## src/hdl/flash_erase_pkg.sv

```systemverilog
// Constants, register map and carrier types for the program flash row erase sequencer.
// Assumes a single 20 MHz system clock and an AHB-Lite register port with 32-bit data.
package flash_erase_pkg;

  // Register byte offsets on the AHB-Lite port.
  localparam logic [7:0] OFS_CTRL = 8'h00;
  localparam logic [7:0] OFS_UNLOCK = 8'h04;
  localparam logic [7:0] OFS_ADDR = 8'h08;
  localparam logic [7:0] OFS_STATUS = 8'h0C;
  localparam logic [7:0] OFS_MASK = 8'h10;

  // Field positions in the memory control register.
  localparam int CTRL_REGION_LSB = 0;
  localparam int CTRL_PERMIT_BIT = 2;
  localparam int CTRL_ERASE_BIT = 3;
  localparam int CTRL_START_BIT = 4;

  // Field positions in the status and mask registers.
  localparam int STAT_DONE_BIT = 0;
  localparam int STAT_ERR_BIT = 1;

  // Region select code that points at the program flash region.
  localparam logic [1:0] REGION_PFM = 2'h2;

  // Unlock keys, written in this order to the unlock register.
  localparam logic [7:0] UNLOCK_KEY1 = 8'h55;
  localparam logic [7:0] UNLOCK_KEY2 = 8'hAA;

  // Table pointer layout: a 64-byte row takes bits 21:6, bits 5:0 are ignored.
  localparam int ADDR_W = 22;
  localparam int ROW_LSB = 6;
  localparam int ROW_W = ADDR_W - ROW_LSB;
  localparam logic [21:0] FLASH_BYTES = 22'h01_0000;
  localparam int PROT_LSB = 13;
  localparam int PROT_W = 3;

  // Reset values.
  localparam logic [1:0] REGION_RST = 2'h0;
  localparam logic [21:0] ADDR_RST = 22'h00_0000;
  localparam logic [1:0] STATUS_RST = 2'h0;
  localparam logic [1:0] MASK_RST = 2'h0;

  // Erase time of the internal programming timer and its cycle count.
  localparam int CLK_PERIOD_NS = 50;
  localparam int ERASE_TIME_US = 2000;
  localparam int ERASE_CYCLES_DEF = (ERASE_TIME_US * 1000) / CLK_PERIOD_NS;
  localparam int CNT_W = 17;

  // Sequencer and unlock states.
  typedef enum logic {ST_IDLE, ST_ERASE} seq_state_t;
  typedef enum logic [1:0] {UL_NONE, UL_KEY1, UL_ARMED} unlock_state_t;

  // Command to the flash array: erase the given row while active is high.
  typedef struct packed {
    logic active;
    logic [ROW_W-1:0] row;
  } erase_cmd_t;

endpackage

```

## src/hdl/flash_row_erase_sequencer.sv

```systemverilog
// Row erase sequencer for on-chip program flash, with an AHB-Lite register port.
// Assumes a zero-wait AHB-Lite master, a flash array that erases while its command is active,
// and protection and abort inputs synchronous to clk.
//
// What this block does
// - Erases one whole row; no single-word erase.
// - Bulk erase only via serial programming port.
// - Row comes from pointer bits 21:6.
// - CPU is halted for the whole erase.
// - Internal timer ends the erase cycle.
// - Protected address: start cleared, no erase, error.
// - Completion clears start, sets done, may interrupt.
// - Write latches and write permit stay unchanged.
// - Interrupted erase sets the write error flag.
// - Start on invalid address sets write error.
// - Start on protected address sets write error.
`timescale 1ns/1ps
module flash_row_erase_sequencer
  import flash_erase_pkg::*;
#(
  parameter int ERASE_CYCLES = ERASE_CYCLES_DEF
) (
  input wire logic clk,
  input wire logic reset,
  input wire logic hsel,
  input wire logic [31:0] haddr,
  input wire logic [1:0] htrans,
  input wire logic hwrite,
  input wire logic [2:0] hsize,
  input wire logic [31:0] hwdata,
  input wire logic hready,
  output logic hreadyout,
  output logic hresp,
  output logic [31:0] hrdata,
  input wire logic [7:0] protect_map,
  input wire logic abort_event,
  input wire logic serial_prog_active,
  output logic cpu_halt,
  output erase_cmd_t flash_erase,
  output logic irq
);

  // Captured address phase of the current AHB transfer.
  logic wr_pend_r;
  logic [7:0] addr_r;
  // Software-visible control fields.
  logic [1:0] region_select_r;
  logic write_permit_r;
  logic erase_select_r;
  logic start_r;
  // Table pointer, status flags and interrupt mask.
  logic [ADDR_W-1:0] table_pointer_address_r;
  logic [1:0] status_r;
  logic [1:0] mask_r;
  // Sequencer state, unlock tracker, timer and latched row.
  seq_state_t state_r;
  unlock_state_t unlock_r;
  logic [CNT_W-1:0] cnt_r;
  logic [ROW_W-1:0] row_r;
  // Decoded events of this cycle.
  logic wr_ctrl;
  logic go;
  logic addr_invalid;
  logic addr_protected;
  logic bad_start;
  logic launch;
  logic timer_end;
  logic aborted;
  logic [CNT_W-1:0] last_cnt;

  // The port never stretches a transfer and always answers OKAY.
  assign hreadyout = 1'b1;
  assign hresp = 1'b0;

  // Address phase capture; only write address is needed besides the read mux address.
  always_ff @(posedge clk) begin
    if (reset) begin
      wr_pend_r <= 1'b0;
      addr_r <= 8'h00;
    end else if (hready) begin
      wr_pend_r <= hsel && htrans[1] && hwrite;
      addr_r <= haddr[7:0];
    end
  end

  // A start request is a control write with start set.
  assign wr_ctrl = wr_pend_r && (addr_r == OFS_CTRL);
  // Start is honoured only just after a full unlock, with permit, erase and flash region chosen.
  assign go = wr_ctrl && hwdata[CTRL_START_BIT] && (unlock_r == UL_ARMED) && hwdata[CTRL_PERMIT_BIT] &&
    hwdata[CTRL_ERASE_BIT] && (hwdata[CTRL_REGION_LSB +: 2] == REGION_PFM) && (state_r == ST_IDLE) &&
    !serial_prog_active;
  // Addresses past the flash end are invalid; protected blocks come from the protection map.
  assign addr_invalid = table_pointer_address_r >= FLASH_BYTES;
  assign addr_protected = protect_map[table_pointer_address_r[PROT_LSB +: PROT_W]];
  assign bad_start = go && (addr_invalid || addr_protected);
  assign launch = go && !bad_start;
  // The programming timer alone ends the cycle; an abort cuts it short.
  assign last_cnt = CNT_W'(ERASE_CYCLES - 1);
  assign timer_end = (state_r == ST_ERASE) && (cnt_r == last_cnt) && !abort_event;
  assign aborted = (state_r == ST_ERASE) && abort_event;

  // Unlock tracker: keys must arrive back to back, and any other write disarms it.
  always_ff @(posedge clk) begin
    if (reset) begin
      unlock_r <= UL_NONE;
    end else if (wr_pend_r) begin
      if (addr_r == OFS_UNLOCK && hwdata[7:0] == UNLOCK_KEY1) begin
        unlock_r <= UL_KEY1;
      end else if (addr_r == OFS_UNLOCK && hwdata[7:0] == UNLOCK_KEY2 && unlock_r == UL_KEY1) begin
        unlock_r <= UL_ARMED;
      end else begin
        unlock_r <= UL_NONE;
      end
    end
  end

  // Control fields change only while idle, so permit is never touched by the erase itself.
  always_ff @(posedge clk) begin
    if (reset) begin
      region_select_r <= REGION_RST;
      write_permit_r <= 1'b0;
      erase_select_r <= 1'b0;
    end else if (wr_ctrl && state_r == ST_IDLE) begin
      region_select_r <= hwdata[CTRL_REGION_LSB +: 2];
      write_permit_r <= hwdata[CTRL_PERMIT_BIT];
      erase_select_r <= hwdata[CTRL_ERASE_BIT];
    end
  end

  // Start bit: set when an erase launches, cleared by hardware at its end or on an abort; a refused start never sets it.
  always_ff @(posedge clk) begin
    if (reset) begin
      start_r <= 1'b0;
    end else if (launch) begin
      start_r <= 1'b1;
    end else if (timer_end || aborted) begin
      start_r <= 1'b0;
    end
  end

  // Table pointer; held while erasing since the CPU is halted.
  always_ff @(posedge clk) begin
    if (reset) begin
      table_pointer_address_r <= ADDR_RST;
    end else if (wr_pend_r && addr_r == OFS_ADDR && state_r == ST_IDLE) begin
      table_pointer_address_r <= hwdata[ADDR_W-1:0];
    end
  end

  // Sequencer: one row per start, latched with the low pointer bits masked off.
  always_ff @(posedge clk) begin
    if (reset) begin
      state_r <= ST_IDLE;
      row_r <= '0;
    end else begin
      unique case (state_r)
        ST_IDLE: begin
          if (launch) begin
            state_r <= ST_ERASE;
            row_r <= table_pointer_address_r[ADDR_W-1:ROW_LSB];
          end
        end
        ST_ERASE: begin
          if (timer_end || aborted) begin
            state_r <= ST_IDLE;
          end
        end
      endcase
    end
  end

  // Internal programming timer counts the erase cycles.
  always_ff @(posedge clk) begin
    if (reset) begin
      cnt_r <= '0;
    end else if (state_r == ST_ERASE) begin
      cnt_r <= cnt_r + CNT_W'(1);
    end else begin
      cnt_r <= '0;
    end
  end

  // Sticky status flags; a write of one clears, a set in the same cycle wins.
  always_ff @(posedge clk) begin
    if (reset) begin
      status_r <= STATUS_RST;
    end else begin
      logic [1:0] clr;
      logic [1:0] set;
      clr = (wr_pend_r && addr_r == OFS_STATUS) ? hwdata[1:0] : 2'h0;
      set = 2'h0;
      set[STAT_DONE_BIT] = timer_end;
      set[STAT_ERR_BIT] = bad_start || aborted;
      status_r <= (status_r & ~clr) | set;
    end
  end

  // Interrupt mask, same layout as status.
  always_ff @(posedge clk) begin
    if (reset) begin
      mask_r <= MASK_RST;
    end else if (wr_pend_r && addr_r == OFS_MASK) begin
      mask_r <= hwdata[1:0];
    end
  end

  // Read mux from registered state; unmapped offsets read zero.
  always_comb begin
    hrdata = 32'h0000_0000;
    unique case (addr_r)
      OFS_CTRL: begin
        hrdata[CTRL_REGION_LSB +: 2] = region_select_r;
        hrdata[CTRL_PERMIT_BIT] = write_permit_r;
        hrdata[CTRL_ERASE_BIT] = erase_select_r;
        hrdata[CTRL_START_BIT] = start_r;
      end
      OFS_ADDR: hrdata[ADDR_W-1:0] = table_pointer_address_r;
      OFS_STATUS: hrdata[1:0] = status_r;
      OFS_MASK: hrdata[1:0] = mask_r;
      default: hrdata = 32'h0000_0000;
    endcase
  end

  // Outputs: the CPU stalls for exactly the erase, the array sees active only then; the row stays driven between erases.
  assign cpu_halt = (state_r == ST_ERASE);
  assign flash_erase.active = (state_r == ST_ERASE);
  assign flash_erase.row = row_r;
  assign irq = |(status_r & mask_r);
endmodule // flash_row_erase_sequencer

```

## config.mk

```make
export PLATFORM = sky130hd
export DESIGN_NAME = flash_row_erase_sequencer
export DESIGN_NICKNAME = d
export VERILOG_FILES = /design/src/hdl/flash_erase_pkg.sv /design/src/hdl/flash_row_erase_sequencer.sv
export SDC_FILE = /design/constraint.sdc
export NUM_CORES = 1
export LEC_CHECK = 0
export BUFFER_PORTS_ARGS = -buffer_cell sky130_fd_sc_hd__buf_2
export CORE_ASPECT_RATIO = 1.5
export CORE_UTILIZATION = 49
export CTS_CLUSTER_DIAMETER = 200
export DETAILED_ROUTE_END_ITERATION = 7
export PLACE_DENSITY = 0.8
export SETUP_SLACK_MARGIN = 0.15
export SYNTH_ARGS = -nofsm -noshare
export SYNTH_HDL_FRONTEND = slang
export SYNTH_SLANG_ARGS = --single-unit
```

## constraint.sdc

```tcl
create_clock -name clk -period 2.9 [get_ports clk]
set_input_delay 0.58 -clock clk [delete_from_list [all_inputs] [get_ports clk]]
set_output_delay 0.58 -clock clk [all_outputs]
set_load 0.01 [all_outputs]
```

==> impl_metrics.csv, run 1 <==
group,metric,value,unit
floorplanning,dieArea,7550,µm²
timing,hold_violations,0,
routing,route.detailed.wl_per_inst,14.3,µm
critical_path,crit_chain,"or4_4 -> or2_4 -> nor3b_4 -> buf_6 -> and2_4 -> buf_6",
min_path,whs_endpoint,"table_pointer_address_r[4]",
critical_path,crit_path_start_kind,"flop",
place,portBuffers,86,
min_path,min_from,"table_pointer_address_r[4]",
logic_synthesis,yosysMostFrequentCell,"dfxtp_1",
floorplanning,initial_core_util,51.2,%
logic_synthesis,synthFlopType,"dfxtp_1",
timing,finalClockSkew,6.27,ps
timing,setup_viol,0,
logic_synthesis,syn_area,3530,µm²
layout,areaGrowthSynthToFinish,23.2,%
routing,wl,8.15,mm
logic_synthesis,synth_top_area_share,43.1,%
critical_path,cp.buffers_inverters,2,
min_path,min_path_type,"flop to flop",
routing,drc_errors,7,
logic_synthesis,synth_warnings,0,
layout,n_antenna_cell,0,
timing,relSlewSlack,56.7,%
logic_synthesis,yosysSeqAreaShare,43.1,%
routing,drt_iter0_markers,176,
critical_path,path_class,"flop to output pin",
clocking,cts-buffers-inserted,9,
critical_path,r2r_cells,6,
clocking,clock-root-buffer,"clkbuf_8",
routing,first_pass_iters,8,
layout,drive_above_1_share,30.1,%
critical_path,worst-path-max-fanout,8,
critical_path,cpPeakStageDelay,530,ps
global_route,grt.total_usage,22.5,%
place,gp_congestion,0.842,
logic_synthesis,syn_inst,403,
logic_synthesis,async_flop_share,0,%
critical_path,cp.arrival,2210,ps
clocking,htreeDepth,3,
layout,nNetsFinal,572,
place,hpwlAfterDp,5.40,mm
global_route,grt_max_degree,38,
timing,tightestPinTransition,649,ps
timing,fin_crit_sh,96.3,%
logic_synthesis,synthTopCellsByArea,"dfxtp_1, mux2i_1, nand2_1, nand2b_1, a21oi_1",
critical_path,critPathCaptureType,"output pin",
floorplanning,die_w,71.3,µm
floorplanning,core_area,6900,µm²
flow_run,cap_violations,0,
clocking,cts.sinks,76,
logic_synthesis,synth_common_cells,"dfxtp_1, nand2_1, nor2_1",
pwr,ir_drop,285,µV
critical_path,cpLargestDelayFamily,"simple AND/OR/NAND/NOR gates",
timing,tns,0,ps
critical_path,r2r_start,"addr_r[2]",
global_route,antenna_found_initial,0,
floorplanning,die_h,106,µm
routing,dr_total_vias,3090,
logic_synthesis,yosys.area.top_type,"dfxtp_1",
critical_path,r2r_end,"table_pointer_address_r[1]",
clocking,clk_pin_slew,70,ps
logic_synthesis,synth_edf_count,0,
global_route,grt_pass1_wl,13.3,mm
global_route,grt.overflow.total,0,
critical_path,crit_required,2320,ps
critical_path,r2r_slack,440,ps
timing,drv_slew,0,
clocking,tritoncts,"done",
logic_synthesis,synth.distinct_cells,47,
pwr,p_per_area,451,nW/µm²
floorplanning,io-pin-count,137,
timing,max_freq,0.358,GHz
min_path,whs_path_depth,2,
global_route,first_global_vias,2875,
timing,rsz0062_at_grt,"yes",
clocking,cts_buffer_depth,2,
critical_path,slowest_stage,"or4_4",
routing,ant_nets,0,
outcome,violations,"DRC",
routing,via_per_inst,5.43,
pwr,leakage,1.70,nW
outcome,outcome,"finished with violations",
logic_synthesis,syn_area_per_cell,8.76,µm²
clocking,insertion_delay,350,ps
logic_synthesis,synth_seq_cells,76,
floorplanning,rows,37,
pwr,fin_total_pwr,1.96,mW
critical_path,crit_top_cell,"buf_6",
timing,post-route-min-period,2790,ps
[area by class of cell]
| cell class | instances | area [µm²] |
|---|---|---|
| Fill cell | 592 | 2550 |
| Timing Repair Buffer | 100 | 634 |
| Multi-Input combinational cell | 296 | 1890 |
| Tap cell | 78 | 97.6 |
| Sequential cell | 76 | 1520 |
| Inverter | 4 | 15.0 |
| Clock buffer | 14 | 183 |
| Clock inverter | 1 | 5.00 |
[per-stage QoR]
step / setup slack (ps) / cells / util, % / hold WS, ps / cell area, µm²
after floorplan: 205 / 413 / - / 427 / 3570
after global placement: 339 / 547 / 57.2 / 437 / 3940
after detailed placement: 334 / 547 / 57.2 / 446 / 3940
after CTS: 86.1 / 568 / 62.2 / 454 / 4290
after global routing: 59.2 / 569 / 63.1 / 466 / 4350
final: 108 / 569 / 63.1 / 454 / 4350
[kinds of logic after synthesis]
| kind of cell | count (synthesis) | synth area share, % |
|---|---|---|
| and+or+nand+nor | 192 | 29.2 |
| DFF | 76 | 43.1 |
| AOI/OAI and AO/OA | 44 | 7.34 |
| buffers and inverters | 41 | 6.38 |
| muxes | 36 | 10.7 |
| xor gates and xnor gates | 11 | 2.73 |
| other | 2 | 0.213 |
| adders and majority gates | 1 | 0.354 |
[worst max path at each step]
stage,start,endpoint,cells after the start
6_report,addr_r[2],hrdata[14],6
5_1_grt,addr_r[2],hrdata[10],6
4_1_cts,addr_r[5],hrdata[18],6
3_5_place_dp,addr_r[1],hrdata[1],5
3_3_place_gp,addr_r[1],hrdata[9],6
2_1_floorplan,addr_r[2],hrdata[11],7
[worst min-delay path, stage by stage, from the launching register on]
cell and delay (ps):
dfxtp_1 310, nand2_1 50, a21oi_1 50
[where the power goes]
group / internal (mW) / switching [mW] / leakage [nW]
clock: 0.399 / 0.357 / 0.0986
sequential: 1.05 / 0.0127 / 0.614
combinational: 0.0691 / 0.0720 / 0.991
[layer usage]
| metal | vias to the layer above | wire [µm] | global-route usage (%) |
|---|---|---|---|
| met5 | - | 0 | 0 |
| met4 | 0 | 158 | 9.71 |
| met3 | 11 | 540 | 5.50 |
| met2 | 109 | 4210 | 38.9 |
| met1 | 1451 | 3240 | 26.1 |
| li1 | 1519 | - | - |
[layout by cell type, fill, tap and decap left out, types with 3 or more instances in the layout]
| master | n |
|---|---|
| conb_1 | 12 |
| buf_4 | 11 |
| buf_6 | 17 |
| nor4_1 | 4 |
| nand4_1 | 9 |
| and2_4 | 14 |
| nand3_1 | 10 |
| mux2_2 | 4 |
| xnor2_1 | 3 |
| and3_1 | 3 |
| clkbuf_8 | 13 |
| nand2_1 | 52 |
| mux2i_1 | 31 |
| nor3_1 | 6 |
| dfxtp_1 | 74 |
| and2_1 | 3 |
| inv_1 | 4 |
| nand2b_1 | 25 |
| a21oi_1 | 29 |
| nor3b_1 | 6 |
| o21ai_0 | 4 |
| xor2_1 | 8 |
| or3_1 | 5 |
| buf_2 | 72 |
| nor2_1 | 34 |
[registers in the layout, summed over array words and instances, names as in the netlist]
signal and cells:
addr_r 8, cnt_r 17, cpu_halt 1, erase_select_r 1, mask_r 2, region_select_r 2
row_r 16, start_r 1, status_r 2, table_pointer_address_r 22, unlock_r 2, wr_pend_r 1
write_permit_r 1
[repair_timing]
| action | CTS | global route |
|---|---|---|
| resized for setup | 31 | 14 |
| setup buffers | 4 | 1 |
| pin swaps | 9 | 3 |
| cloned | 2 | 0 |
| hold buffers | 0 | 0 |
| setup endpoints to repair | 19 | 17 |
(Power assumes the default switching activity.)
==> run 2, diff against run 1 <==
- CORE_MARGIN: unset -> 5
==> impl_metrics.csv, run 2 (same netlist as run 1, synthesis figures left out) <==
group,metric,value,unit
pwr,p_per_area,438,nW/µm²
routing,via_per_inst,5.42,
routing,dr_total_vias,3103,
timing,hold_violations,0,
layout,drive_above_1_share,30.3,%
timing,relSlewSlack,57.7,%
critical_path,cp.arrival,2210,ps
critical_path,critPathCaptureType,"output pin",
critical_path,r2r_slack,420,ps
critical_path,crit_path_start_kind,"flop",
critical_path,slowest_stage,"or4_4",
layout,final_cell_mix,"dfxtp_1, buf_2, nand2_1",
clocking,clock-root-buffer,"clkbuf_8",
clocking,cts.sinks,76,
clocking,cts_buffer_depth,2,
routing,first_pass_iters,4,
timing,setup_viol,0,
timing,holdWs,454,ps
place,hpwlAfterDp,6.08,mm
timing,finalClockSkew,8.42,ps
clocking,clk_pin_slew,70,ps
pwr,leakage,1.70,nW
clocking,htreeDepth,3,
pwr,p_clk_share,36.6,%
routing,route.detailed.wl_per_inst,15.3,µm
layout,final_common_cell,"dfxtp_1",
pwr,fin_total_pwr,1.90,mW
critical_path,cpPeakStageDelay,530,ps
floorplanning,initial_core_util,49.5,%
timing,setup_slack,109,ps
layout,nNetsFinal,572,
timing,rsz0062_at_grt,"yes",
routing,wl,8.74,mm
layout,top_register,"table_pointer_address_r",
global_route,first_global_vias,3090,
routing,ant_nets,0,
clocking,tritoncts,"done",
pwr,switching_share,23.7,%
global_route,grt.overflow.total,0,
timing,drv_slew,0,
timing,post-route-min-period,2790,ps
place,gp_congestion,0.876,
timing,tns,0,ps
critical_path,crit_chain,"or4_4 -> or2_4 -> nor3b_4 -> buf_6 -> and2_4 -> buf_6",
floorplanning,die_w,79.3,µm
timing,max_freq,0.358,GHz
layout,areaGrowthSynthToFinish,23.3,%
layout,fin_util,61.0,%
pwr,ir_drop,291,µV
clocking,hold_buffers,0,
pwr,pwr-share-comb,7.7,%
critical_path,crit_required,2320,ps
layout,reg.largest.list,"table_pointer_address_r: 22 flops, cnt_r: 17 flops, row_r: 16 flops",
place,portBuffers,86,
critical_path,path_class,"flop to output pin",
layout,largest_register_ffs,22,
global_route,grt_max_degree,42,
floorplanning,io-pin-count,137,
global_route,grt_pass1_wl,14.2,mm
floorplanning,dieArea,9040,µm²
min_path,min_path_type,"flop to flop",
pwr,intPower,1.45,mW
routing,drt_iter0_markers,223,
timing,fin_crit_sh,96.3,%
critical_path,crit_top_cell,"buf_6",
flow_run,cap_violations,0,
pwr,sequentialPowerShare,55.7,%
clocking,cts-buffers-inserted,9,
critical_path,worst-path-max-fanout,8,
floorplanning,core_area,7130,µm²
routing,drc_errors,0,
outcome,outcome,"finished, final reports clean",
layout,n_antenna_cell,0,
place,dp_slack,345,ps
floorplanning,die_h,114,µm
timing,tightestPinTransition,634,ps
floorplanning,rows,38,
clocking,insertion_delay,350,ps
global_route,grt.total_usage,20.0,%
global_route,antenna_found_initial,0,
pwr,net-switching-power,452,µW
[run 2: cell types whose count changed in the layout (fill, tap and decap cells not counted)]
cell      previous run  this run
and2_1               3         0
and2_4              14        17
buf_2               72        69
buf_6               17        20
clkbuf_1             1         4
clkbuf_8            13        10
clkinv_2             1         2
[run 2: power groups by stage]
stage | Clock (mW) | Combinational, mW | Sequential, mW
2_1_floorplan | 0 | 0.0884 | 1.08
3_3_place_gp | 0 | 0.120 | 1.08
3_5_place_dp | 0 | 0.123 | 1.08
4_1_cts | 0.712 | 0.139 | 1.06
5_1_grt | 0.756 | 0.160 | 1.06
6_report | 0.697 | 0.147 | 1.06
[run 2: worst max-delay path, delay by kind of cell (launching register included)]
kind	cells	cell delay (ps)
buffers and inverters	2	280
DFF	1	330
and+or+nand+nor	4	1240
[run 2: path summary, 6_finish.rpt]
check | startpoint | to | cells after the start
setup / recovery | addr_r[1] | hrdata[18] | 6
hold / removal | table_pointer_address_r[4] | table_pointer_address_r[4] | 2
setup reg to reg | addr_r[1] | table_pointer_address_r[3] | 6
hold reg to reg | table_pointer_address_r[4] | table_pointer_address_r[4] | 2
[run 2: per-layer routing]
metal	part of all wire [%]	GRT usage, %
met5	0	0
met4	3.9	11.6
met3	5.3	3.95
met2	52	35.1
met1	39	22.0
[run 2: final cells by class]
class                   instances  area (µm²)
clock buffers                  14         153
multi-input cells             296        1900
inverters                       4        15.0
flip-flops and latches         76        1520
repair buffers                100         653
clock inverters                 2        10.0
fillers                       605        2780
well taps                      80         100
[run 2: repair_timing]
action,4_1_cts,5_1_grt
hold endpoints to repair,0,0
pin swaps,7,3
gates cloned,2,0
setup endpoints to repair,19,18
setup buffers,2,2
resized for setup,31,18
[run 2: per-stage QoR]
step                      instance area (µm²)  std cells
after floorplan                          3570        413
after global placement                   3950        550
after detailed placement                 3950        550
after CTS                                4260        570
after global routing                     4350        572
final                                    4350        572
